<file path="src/hw/csts_cfg.svh">
// constants for the control signal timers and selectors
// Overview of operation
// - two select bits pick parameter set: 00 one, 10 two, 11 three, 01 four
// - active parameter set index is readable as state
// - default preset routes input four through timer one into set select one
// - zero delay and zero duration pass input straight to output in modes one to three, inverted in eleven to thirteen
// - two select bits pick one of four fixed frequencies, same mapping
// - two select bits pick one of four fixed percentages, same mapping
// - ramp holds when neither up nor down asserted
// - up alone rises at ramp rate, down alone falls at ramp rate
// - up and down together reset ramp to initial value
// - timer mode zero holds output inactive
// - mode one: edge starts delay, then output for duration
// - mode two: edge during delay restarts delay
// - mode three: retrigger delay, output drops when input goes inactive
// - modes eleven to thirteen trigger on falling edge
// - plus 100 counts minutes, plus 200 hours, base seconds
// - per timer delay and duration, 0 to 650.00 in hundredths, default zero
// - timer input from selectable source; defaults input four and signal one
// - timer outputs fixed; timer two always drives digital output one
`ifndef CSTS_CFG_SVH
`define CSTS_CFG_SVH
`define CSTS_A_T1MODE   12'h000
`define CSTS_A_T1DLY    12'h004
`define CSTS_A_T1DUR    12'h008
`define CSTS_A_T2MODE   12'h00c
`define CSTS_A_T2DLY    12'h010
`define CSTS_A_T2DUR    12'h014
`define CSTS_A_SRC      12'h018
`define CSTS_A_RAMP     12'h01c
`define CSTS_A_STATUS   12'h020
`define CSTS_A_RAMPVAL  12'h024
`define CSTS_TIME_MAX   16'd65000
`define CSTS_SRC_RST    8'h83
`define CSTS_MODE_RST   8'h01
`define CSTS_OUT_RST    4'h5
`define CSTS_CLK_HZ     250000000
`define CSTS_HUND_SEC   100
`define CSTS_MIN_MULT   60
`define CSTS_HOUR_MULT  3600
`define CSTS_RAMP_STEP  16'h0001
`define CSTS_RAMP_INIT  16'h0000
`define CSTS_RAMP_MAX   16'hffff
`endif

</file>
<file path="src/hw/csts_pkg.sv">
// types for the control signal timers and selectors
package csts_pkg;
    typedef enum logic [1:0] {CSTS_IDLE, CSTS_DELAY, CSTS_PULSE} csts_state_t;
    typedef enum logic [1:0] {CSTS_SEC, CSTS_MIN, CSTS_HOUR} csts_unit_t;
endpackage

</file>
<file path="src/hw/csts_top.sv">
// signal timers, set selectors and ramp generator with apb registers
`timescale 1ns/100ps
`include "csts_cfg.svh"
module csts_top
#(
    parameter int CLK_HZ = `CSTS_CLK_HZ
)
(
    input  wire logic        clk,
    input  wire logic        sys_rst,
    input  wire logic        psel,
    input  wire logic        penable,
    input  wire logic        pwrite,
    input  wire logic [11:0] paddr,
    input  wire logic [31:0] pwdata,
    output logic      [31:0] prdata,
    output logic             pready,
    output logic             pslverr,
    input  wire logic [7:0]  dig_in,
    input  wire logic [3:0]  int_sig,
    input  wire logic        set_sel2,
    input  wire logic [1:0]  freq_sel,
    input  wire logic [1:0]  pct_sel,
    input  wire logic        ramp_up,
    input  wire logic        ramp_down,
    output logic             param_set_one,
    output logic             param_set_two,
    output logic             param_set_three,
    output logic             param_set_four,
    output logic [1:0]       active_set,
    output logic [1:0]       freq_idx,
    output logic [1:0]       pct_idx,
    output logic [15:0]      ramp_value,
    output logic             dig_out_one,
    output logic [1:0]       timer_out
);
    import csts_pkg::*;

    localparam int TICK_DIV = CLK_HZ / `CSTS_HUND_SEC;

    logic [7:0]  mode_r [2];
    logic [15:0] dly_r  [2];
    logic [15:0] dur_r  [2];
    logic [7:0]  src_r;
    logic [15:0] rate_r;
    logic [11:0] ext_s1, ext_s2;
    logic [2:0]  set_s1, set_s2;
    logic [1:0]  fr_s1, fr_s2, pc_s1, pc_s2;
    logic [1:0]  tin, tin_d, tout;
    logic [31:0] pre_r;
    logic        tick_sec;
    logic [11:0] mcnt_r;
    logic        tick_min, tick_hour;
    logic        acc;
    logic [15:0] rdiv_r;

    assign acc = psel && penable;

    // apb: zero wait, writes take effect at access edge
    always_ff @(posedge clk)
    begin
        if (sys_rst)
        begin
            // default times zero
            // default mode one, source 0x83, ramp rate one
            mode_r[0] <= `CSTS_MODE_RST;
            mode_r[1] <= `CSTS_MODE_RST;
            dly_r[0]  <= 16'h0000;
            dly_r[1]  <= 16'h0000;
            dur_r[0]  <= 16'h0000;
            dur_r[1]  <= 16'h0000;
            src_r     <= `CSTS_SRC_RST;
            rate_r    <= `CSTS_RAMP_STEP;
        end
        else if (acc && pwrite)
        begin
            unique case (paddr)
                `CSTS_A_T1MODE: mode_r[0] <= pwdata[7:0];
                `CSTS_A_T1DLY:  dly_r[0] <= (pwdata[15:0] > `CSTS_TIME_MAX) ?
                                    `CSTS_TIME_MAX : pwdata[15:0];
                `CSTS_A_T1DUR:  dur_r[0] <= (pwdata[15:0] > `CSTS_TIME_MAX) ?
                                    `CSTS_TIME_MAX : pwdata[15:0];
                `CSTS_A_T2MODE: mode_r[1] <= pwdata[7:0];
                `CSTS_A_T2DLY:  dly_r[1] <= (pwdata[15:0] > `CSTS_TIME_MAX) ?
                                    `CSTS_TIME_MAX : pwdata[15:0];
                `CSTS_A_T2DUR:  dur_r[1] <= (pwdata[15:0] > `CSTS_TIME_MAX) ?
                                    `CSTS_TIME_MAX : pwdata[15:0];
                `CSTS_A_SRC:    src_r <= pwdata[7:0];
                `CSTS_A_RAMP:   rate_r <= pwdata[15:0];
                default:        ;
            endcase
        end
    end

    always_ff @(posedge clk)
    begin
        if (sys_rst)
        begin
            prdata  <= 32'h0000_0000;
            pready  <= 1'b0;
            pslverr <= 1'b0;
        end
        else
        begin
            pready  <= psel && !penable;
            pslverr <= 1'b0;
            prdata  <= 32'h0000_0000;
            if (psel && !penable)
            begin
                pslverr <= !(paddr <= `CSTS_A_RAMPVAL && paddr[1:0] == 2'b00);
                if (!pwrite)
                begin
                    unique case (paddr)
                        `CSTS_A_T1MODE:  prdata <= {24'h0, mode_r[0]};
                        `CSTS_A_T1DLY:   prdata <= {16'h0, dly_r[0]};
                        `CSTS_A_T1DUR:   prdata <= {16'h0, dur_r[0]};
                        `CSTS_A_T2MODE:  prdata <= {24'h0, mode_r[1]};
                        `CSTS_A_T2DLY:   prdata <= {16'h0, dly_r[1]};
                        `CSTS_A_T2DUR:   prdata <= {16'h0, dur_r[1]};
                        `CSTS_A_SRC:     prdata <= {24'h0, src_r};
                        `CSTS_A_RAMP:    prdata <= {16'h0, rate_r};
                        `CSTS_A_STATUS:  prdata <= {24'h0, tout, pct_idx, freq_idx,
                                                    active_set};
                        `CSTS_A_RAMPVAL: prdata <= {16'h0, ramp_value};
                        default:         prdata <= 32'h0000_0000;
                    endcase
                end
            end
        end
    end

    // pin synchronisers
    // input sync
    always_ff @(posedge clk)
    begin
        if (sys_rst)
        begin
            ext_s1 <= 12'h000;
            ext_s2 <= 12'h000;
            set_s1 <= 3'h0;
            set_s2 <= 3'h0;
            fr_s1  <= 2'h0;
            fr_s2  <= 2'h0;
            pc_s1  <= 2'h0;
            pc_s2  <= 2'h0;
        end
        else
        begin
            ext_s1 <= {int_sig, dig_in};
            ext_s2 <= ext_s1;
            set_s1 <= {ramp_down, ramp_up, set_sel2};
            set_s2 <= set_s1;
            fr_s1  <= freq_sel;
            fr_s2  <= fr_s1;
            pc_s1  <= pct_sel;
            pc_s2  <= pc_s1;
        end
    end

    // source select, 4 bits per timer over 12 sources
    // source mux
    always_comb
    begin
        tin[0] = ext_s2[src_r[3:0]];
        tin[1] = ext_s2[src_r[7:4]];
    end

    // hundredth tick prescaler
    // hundredth tick
    always_ff @(posedge clk)
    begin
        if (sys_rst)
        begin
            pre_r    <= 32'h0;
            tick_sec <= 1'b0;
            mcnt_r   <= 12'h000;
        end
        else
        begin
            tick_sec <= 1'b0;
            if (pre_r >= 32'(TICK_DIV - 1))
            begin
                pre_r    <= 32'h0;
                tick_sec <= 1'b1;
                mcnt_r   <= (mcnt_r >= 12'(`CSTS_HOUR_MULT - 1)) ? 12'h000
                            : mcnt_r + 12'h001;
            end
            else
            begin
                pre_r <= pre_r + 32'h1;
            end
        end
    end

    assign tick_min  = tick_sec && (mcnt_r % 12'(`CSTS_MIN_MULT) == 12'h000);
    assign tick_hour = tick_sec && (mcnt_r == 12'h000);

    for (genvar g = 0; g < 2; g++)
    begin : g_tmr
        csts_state_t st_r;
        logic [15:0] cnt_r;
        logic [7:0]  base;
        logic [1:0]  kind;
        logic        fall, trig, tk, act;

        always_comb
        begin
            base = mode_r[g] % 8'd100;
            kind = 2'(base % 8'd10);
            fall = base >= 8'd11 && base <= 8'd13;
            act  = (base >= 8'd1 && base <= 8'd3) || fall;
            trig = fall ? (tin_d[g] && !tin[g]) : (!tin_d[g] && tin[g]);
            unique case (mode_r[g] / 8'd100)
                8'd1:    tk = tick_min;
                8'd2:    tk = tick_hour;
                default: tk = tick_sec;
            endcase
        end

        always_ff @(posedge clk)
        begin
            if (sys_rst)
            begin
                st_r    <= CSTS_IDLE;
                cnt_r   <= 16'h0000;
                tout[g] <= 1'b0;
                tin_d[g] <= 1'b0;
            end
            else
            begin
                tin_d[g] <= tin[g];
                if (!act)
                begin
                    st_r    <= CSTS_IDLE;
                    tout[g] <= 1'b0;
                end
                else if (dly_r[g] == 16'h0000 && dur_r[g] == 16'h0000)
                begin
                    st_r    <= CSTS_IDLE;
                    tout[g] <= fall ? !tin[g] : tin[g];
                end
                else
                begin
                    unique case (st_r)
                        CSTS_IDLE:
                        begin
                            tout[g] <= 1'b0;
                            if (trig)
                            begin
                                st_r  <= CSTS_DELAY;
                                cnt_r <= 16'h0000;
                            end
                        end
                        CSTS_DELAY:
                        begin
                            if (trig && kind != 2'd1)
                                cnt_r <= 16'h0000;
                            else if (cnt_r >= dly_r[g])
                            begin
                                st_r    <= CSTS_PULSE;
                                cnt_r   <= 16'h0000;
                                tout[g] <= dur_r[g] != 16'h0000;
                            end
                            else if (tk)
                                cnt_r <= cnt_r + 16'h0001;
                        end
                        CSTS_PULSE:
                        begin
                            if (kind == 2'd3 && (fall ? tin[g] : !tin[g]))
                            begin
                                st_r    <= CSTS_IDLE;
                                tout[g] <= 1'b0;
                            end
                            else if (cnt_r >= dur_r[g])
                            begin
                                st_r    <= CSTS_IDLE;
                                tout[g] <= 1'b0;
                            end
                            else if (tk)
                                cnt_r <= cnt_r + 16'h0001;
                        end
                    endcase
                end
            end
        end
    end

    // selectors and routing
    always_ff @(posedge clk)
    begin
        if (sys_rst)
        begin
            active_set      <= 2'd0;
            param_set_one   <= 1'b1;
            param_set_two   <= 1'b0;
            param_set_three <= 1'b0;
            param_set_four  <= 1'b0;
            freq_idx        <= 2'd0;
            pct_idx         <= 2'd0;
            dig_out_one     <= 1'b0;
            timer_out       <= 2'b00;
        end
        else
        begin
            unique case ({tout[0], set_s2[0]})
                2'b00:   active_set <= 2'd0;
                2'b10:   active_set <= 2'd1;
                2'b11:   active_set <= 2'd2;
                default: active_set <= 2'd3;
            endcase
            param_set_one   <= {tout[0], set_s2[0]} == 2'b00;
            param_set_two   <= {tout[0], set_s2[0]} == 2'b10;
            param_set_three <= {tout[0], set_s2[0]} == 2'b11;
            param_set_four  <= {tout[0], set_s2[0]} == 2'b01;
            freq_idx <= fr_s2[0] ? (fr_s2[1] ? 2'd2 : 2'd1) : (fr_s2[1] ? 2'd3 : 2'd0);
            pct_idx  <= pc_s2[0] ? (pc_s2[1] ? 2'd2 : 2'd1) : (pc_s2[1] ? 2'd3 : 2'd0);
            dig_out_one <= tout[1];
            timer_out   <= tout;
        end
    end

    // ramp generator, one step per rate_r hundredth ticks
    always_ff @(posedge clk)
    begin
        if (sys_rst)
        begin
            ramp_value <= `CSTS_RAMP_INIT;
            rdiv_r     <= 16'h0000;
        end
        else
        begin
            unique case (set_s2[2:1])
                2'b11:
                begin
                    ramp_value <= `CSTS_RAMP_INIT;
                    rdiv_r     <= 16'h0000;
                end
                2'b00: rdiv_r <= 16'h0000;
                default:
                begin
                    if (tick_sec)
                    begin
                        if (rdiv_r + 16'h0001 >= rate_r)
                        begin
                            rdiv_r <= 16'h0000;
                            if (set_s2[1] && ramp_value != `CSTS_RAMP_MAX)
                                ramp_value <= ramp_value + 16'h0001;
                            else if (set_s2[2] && ramp_value != `CSTS_RAMP_INIT)
                                ramp_value <= ramp_value - 16'h0001;
                        end
                        else
                            rdiv_r <= rdiv_r + 16'h0001;
                    end
                end
            endcase
        end
    end
endmodule

</file>
<file path="config.mk">
export PLATFORM = sky130hd
export DESIGN_NAME = csts_top
export DESIGN_NICKNAME = d
export VERILOG_FILES = /design/src/hw/csts_pkg.sv /design/src/hw/csts_top.sv
export VERILOG_INCLUDE_DIRS = /design/src /design/src/hw
export SDC_FILE = /design/constraint.sdc
export NUM_CORES = 1
export LEC_CHECK = 0
export ABC_CLOCK_PERIOD_IN_PS = 4650
export BUFFER_PORTS_ARGS = -buffer_cell sky130_fd_sc_hd__buf_2
export CAP_MARGIN = 20
export CORE_ASPECT_RATIO = 0.6
export CORE_MARGIN = 2
export CORE_UTILIZATION = 55
export DETAILED_ROUTE_END_ITERATION = 10
export GPL_TIMING_DRIVEN = 0
export PLACE_DENSITY = 0.77
export SLEW_MARGIN = 10
export SYNTH_ARGS = -nofsm -noshare
export SYNTH_HDL_FRONTEND = slang
export SYNTH_SLANG_ARGS = --single-unit
</file>
<file path="constraint.sdc">
create_clock -name clk -period 4.65 [get_ports clk]
set_input_delay 0.93 -clock clk [delete_from_list [all_inputs] [get_ports clk]]
set_output_delay 0.93 -clock clk [all_outputs]
set_load 0.005 [all_outputs]
</file>
# After elaboration in Yosys (flattened, before gate mapping)
# Memory sizes are Yosys's and may differ from the RTL's.
# Cells that the tools add are included.
# word_totals
register_bits	226
ram_bits	80
in_bits	68
mem_count	3
# mem_list
memory	words	word_bits	read_ports	rd_clocked_by_memory_dff	write_ports	line	text
dly_r	2	16	2	0	2	csts_top.sv:42	logic [15:0] dly_r [2];
dur_r	2	16	2	0	2	csts_top.sv:43	logic [15:0] dur_r [2];
mode_r	2	8	2	0	2	csts_top.sv:41	logic [7:0] mode_r [2];
# op_classes
add_sub_neg	7
n_div	7
order_cmp	19
n_eq_ne	44
muxes	99
bitwise_logic	12
reduce_logical	65
# op_table
cell	n
2-to-1 mux 16 bit	22
case mux 16 bit (10 select lines)	1
case mux 16 bit (3 select lines)	2
greater-or-equal comparator 16 bit	5
adder 16 x 1 -> 16 bit, second input constant	4
logical NOT 16 bit	4
== test 12 x 5 -> 1 bit, second input constant	4
nonzero test 16 bit	3
2-to-1 mux 1 bit	45
logical NOT 12 bit	3
adder 32 x 1 -> 32 bit, second input constant	1
greater-or-equal comparator 32 x 22 -> 1 bit, second input constant	1
2-to-1 mux 2 bit	16
case mux 16 bit (2 select lines)	1
== test 12 x 4 -> 1 bit, second input constant	2
== test 12 x 6 -> 1 bit, second input constant	2
logical AND 1 bit	22
!= test 2 bit, second input constant	10
!= test 3 bit, second input constant	6
case mux 2 bit (3 select lines)	3
divider 8 x 7 -> 8 bit, second input constant	2
== test 8 x 1 -> 1 bit, second input constant	2
== test 8 x 2 -> 1 bit, second input constant	2
greater-or-equal comparator 8 x 1 -> 1 bit, second input constant	2
other kinds (36)	88

# Logic depth before layout (Yosys ltp)
# depth
word_depth	9
mapped_depth	17
mapped_depth_nobuf	16

# Least setup slack after synthesis
# OpenSTA, ideal clock, no wires.
# synth_path
path_kind	register -> register
startpoint	memory mode_r[0][4]
endpoint	register g_tmr[0].cnt_r[9]
arrival_time_ns	4.255
slack_ns	0.324
stages_incl_launch_ff	15
path_buffers	1
cell_sequence	edfxtp_1 > buf_2 > inv_1 > ha_1 > nand4b_1 > o41ai_1 > nor3_1 > or4_1 > a21oi_2 > mux2i_1 > or2_2 > o211ai_2 > or3b_1 > or4_1 > a21oi_1
# synth_lines
element	line	text
start, declared	csts_top.sv:41	
end signal, assigned	csts_top.sv:265	cnt_r <= cnt_r + 16'h0001;
end signal, assigned	csts_top.sv:280	cnt_r <= cnt_r + 16'h0001;
end, declared	csts_top.sv:201	logic [15:0] cnt_r;

==> flow_metrics.env <==
export IMPL_cts_root_buf="clkbuf_16"
export IMPL_worstMarginPinSlew_ns=1.12
export IMPL_wl_per_cell_um=21.0
export IMPL_hp_class="reg -> reg"
export IMPL_dp_cells=2431
export IMPL_synth_edf_count=80
export IMPL_clk_pin_slew_ns=0.07
export IMPL_r2r_cells=14
export IMPL_area_growth_synth_to_final_pct=13.9
export IMPL_startpoint="mode_r[0][0]$_DFFE_PP_"
export IMPL_place_gp_congestion=1.01
export IMPL_grt_pass1_vias=14000
export IMPL_multi_input_area_sq_mm=0.00959
export IMPL_grt_pass1_wl_um=79200
export IMPL_final_setup_worst_slack_ns=0.103
export IMPL_end_kind="register"
export IMPL_ys_seq_area_share_pct=39.1
export IMPL_power_density_mw_per_mm2=315
export IMPL_cts_sinks=289
export IMPL_slew_headroom_pct=24.1
export IMPL_final_cell_mix="dfxtp_1, nand2_1, nor2_1"
export IMPL_path_class="reg -> reg"
export IMPL_drt_iter0_drc=2111
export IMPL_outcome="complete, no violations"
export IMPL_fp_dieArea_sq_mm=0.0321
export IMPL_period_minus_slack_ns=4.55
export IMPL_seqCellArea_sq_mm=0.00659
export IMPL_num_vias=15700
export IMPL_vdd_drop_max_mv=0.271
export IMPL_setup_tns_ns=0
export IMPL_antenna_left=0
export IMPL_wl_um=52300
export IMPL_critPathCapture="g_tmr[0].cnt_r[11]$_SDFFE_PP0P_"
export IMPL_fmax_mhz=220
export IMPL_start_util_pct=56.1
export IMPL_synth_main_ff_cell="dfxtp_1"
export IMPL_dr_pass1_iters=7
export IMPL_stdcell_count=2494
export IMPL_ys_types=95
export IMPL_crit_path_max_fanout=10
export IMPL_postLayoutCoreUtil_pct=63.9
export IMPL_core_sq_mm=0.0300
export IMPL_crit_path_start_kind="register"
export IMPL_synth_area_per_cell_sq_um=8.87
export IMPL_post_route_drc_count=0
export IMPL_synthCells=1899
export IMPL_synth_seq_cells=289
export IMPL_place_hpwl_um=40100
export IMPL_fill_cells=2540
export IMPL_preCtsSetupSlack_ns=-0.331
export IMPL_die_height_um=140
export IMPL_power_leakage_nw=7.77
export IMPL_layout_drive_gt1_share_pct=12.1
export IMPL_layout_nets=2247
export IMPL_fin_worst_skew_ns=0.0504
export IMPL_ys_warn_count=0
export IMPL_io_pins=131
export IMPL_timing_rr_end="g_tmr[0].cnt_r[11]$_SDFFE_PP0P_"
export IMPL_r2r_start="mode_r[0][0]$_DFFE_PP_"
export IMPL_crit_required_ns=5.06
export IMPL_gr_total_overflow=0
export IMPL_setup_viol=0
export IMPL_cts_max_level=1
export IMPL_hold_viol=0
export IMPL_clock_latency_ns=0.61
export IMPL_maxCapViolations=0
export IMPL_cts_buffers=28
export IMPL_cts_max_path_buffers=3
export IMPL_routed_via_density=6.28
export IMPL_syn_area_sq_mm=0.0168
export IMPL_min_period_over_period_pct=97.8
export IMPL_cts_hold_fix_buffers=0
export IMPL_antenna_found_initial=2
export IMPL_cts_tree="built"
export IMPL_synth_async_reset_ratio_pct=0
export IMPL_final_common_cell="dfxtp_1"
export IMPL_slew_viol_final=0
export IMPL_arrival_ns=4.96
export IMPL_track_usage_pct=31.5
export IMPL_fp_dieW_um=230
export IMPL_ff2ff_setup_slack_ns=0.10
export IMPL_port_buffers=95
export IMPL_grt_max_degree=17
export IMPL_row_count=49
[metal layers]
metal	track usage, %	vias to the layer above	routed length [um]
li1	-	7240	-
met3	12.7	90	7720
met4	7.16	2	1010
met2	42.8	965	20800
met1	46.3	7362	22700
met5	0	-	117
[critical path, cell delays in order, from the launching register on]
cell,delay (ns)
edfxtp_1,0.35
buf_2,0.21
or4b_1,0.53
clkbuf_1,0.22
a2bb2oi_1,0.23
o31ai_4,0.33
a21oi_1,0.14
or4_1,0.52
a21oi_2,0.22
mux2i_2,0.27
or2_2,0.18
o211ai_4,0.14
or3b_1,0.44
o311ai_0,0.40
o41ai_1,0.15
[final cells by class]
cell class | count | share of cell area, %
Timing Repair Buffer | 108 | 2.95
Multi-Input combinational cell | 1409 | 50.0
Inverter | 128 | 2.52
Clock buffer | 33 | 3.85
Sequential cell | 289 | 34.3
Antenna cell | 3 | 0.0391
Clock inverter | 18 | 1.21
Buffer | 98 | 2.43
Tap cell | 408 | 2.66
[cell families after synthesis]
| logic type | count (synthesis) | share of synthesized area, % |
|---|---|---|
| and+or+nand+nor | 685 | 20.8 |
| AOI/OAI and AO/OA | 482 | 19.8 |
| DFF | 289 | 39.1 |
| buffers and inverters | 226 | 5.58 |
| adders and majority gates | 119 | 8.86 |
| xor gates and xnor gates | 65 | 3.42 |
| muxes | 32 | 2.37 |
| other | 1 | 0.0223 |
[registers in the layout, indices dropped and copies added, names as in the netlist, 8 cells and up]
signal / flops
rate_r: 16
src_r: 8
mode_r: 16
ext_s2: 12
ramp_value: 16
dly_r: 32
dur_r: 32
pre_r: 32
rdiv_r: 16
ext_s1: 12
mcnt_r: 12
g_tmr.cnt_r: 32
prdata: 16
[per-stage QoR]
step	hold slack, ns	cell area, sq um	total power [mW]
final	0.433	19200	6.05
after global routing	0.454	19200	6.24
after CTS	0.434	19000	6.01
after detailed placement	0.421	18000	3.61
after global placement	0.427	17900	3.59
after floorplan	0.414	16900	3.34
[worst min path at each step]
stage / start / end / slack [ns] / cells past startpoint
6_report: pc_s1[0]$_SDFF_PP0_ / pc_s2[0]$_SDFF_PP0_ / 0.43 / 1
5_1_grt: fr_s1[0]$_SDFF_PP0_ / fr_s2[0]$_SDFF_PP0_ / 0.45 / 1
4_1_cts: pc_s1[0]$_SDFF_PP0_ / pc_s2[0]$_SDFF_PP0_ / 0.43 / 1
3_5_place_dp: pc_s1[0]$_SDFF_PP0_ / pc_s2[0]$_SDFF_PP0_ / 0.42 / 1
3_3_place_gp: pc_s1[0]$_SDFF_PP0_ / pc_s2[0]$_SDFF_PP0_ / 0.43 / 1
2_1_floorplan: ext_s1[0]$_SDFF_PP0_ / ext_s2[0]$_SDFF_PP0_ / 0.41 / 1
[synthesized netlist by cell type, types with 7 or more instances]
cell type | number | area [sq um]
dfxtp_1 | 209 | 4180
nand2_1 | 171 | 642
nor2_1 | 149 | 559
inv_1 | 127 | 477
a21oi_1 | 121 | 606
ha_1 | 116 | 1450
edfxtp_1 | 80 | 2400
o21ai_0 | 61 | 305
clkbuf_1 | 60 | 225
nor2b_1 | 57 | 357
nand3_1 | 54 | 270
and2_1 | 40 | 250
xor2_1 | 37 | 324
a22oi_1 | 36 | 270
a21o_1 | 33 | 248
a31oi_1 | 33 | 206
and3_1 | 33 | 206
nor4_1 | 29 | 181
nand4_1 | 27 | 169
xnor2_1 | 27 | 236
or4_1 | 24 | 180
mux2i_1 | 23 | 230
nor3_1 | 23 | 115
buf_4 | 22 | 165
o211ai_1 | 21 | 158
a22o_1 | 19 | 166
nand2b_1 | 18 | 113
a211oi_1 | 17 | 128
nand3b_1 | 17 | 128
o31ai_1 | 17 | 128
a222oi_1 | 16 | 160
o21a_1 | 11 | 82.6
buf_1 | 9 | 33.8
or2_2 | 9 | 56.3
o2111ai_1 | 8 | 70.1
o21ai_1 | 8 | 40.0
buf_2 | 7 | 35.0
or3_1 | 7 | 43.8
[what timing repair did]
action	in CTS	in global routing
setup buffers	0	9
pin swaps	0	6
setup endpoints to repair	32	38
resized for setup	11	29
[power breakdown]
group / switching, mW / leakage (nW) / internal, mW
Combinational: 0.484 / 4.84 / 0.337
Sequential: 0.120 / 2.46 / 2.67
Clock: 1.07 / 0.470 / 1.37
Power figures use the tool's default switching activity.
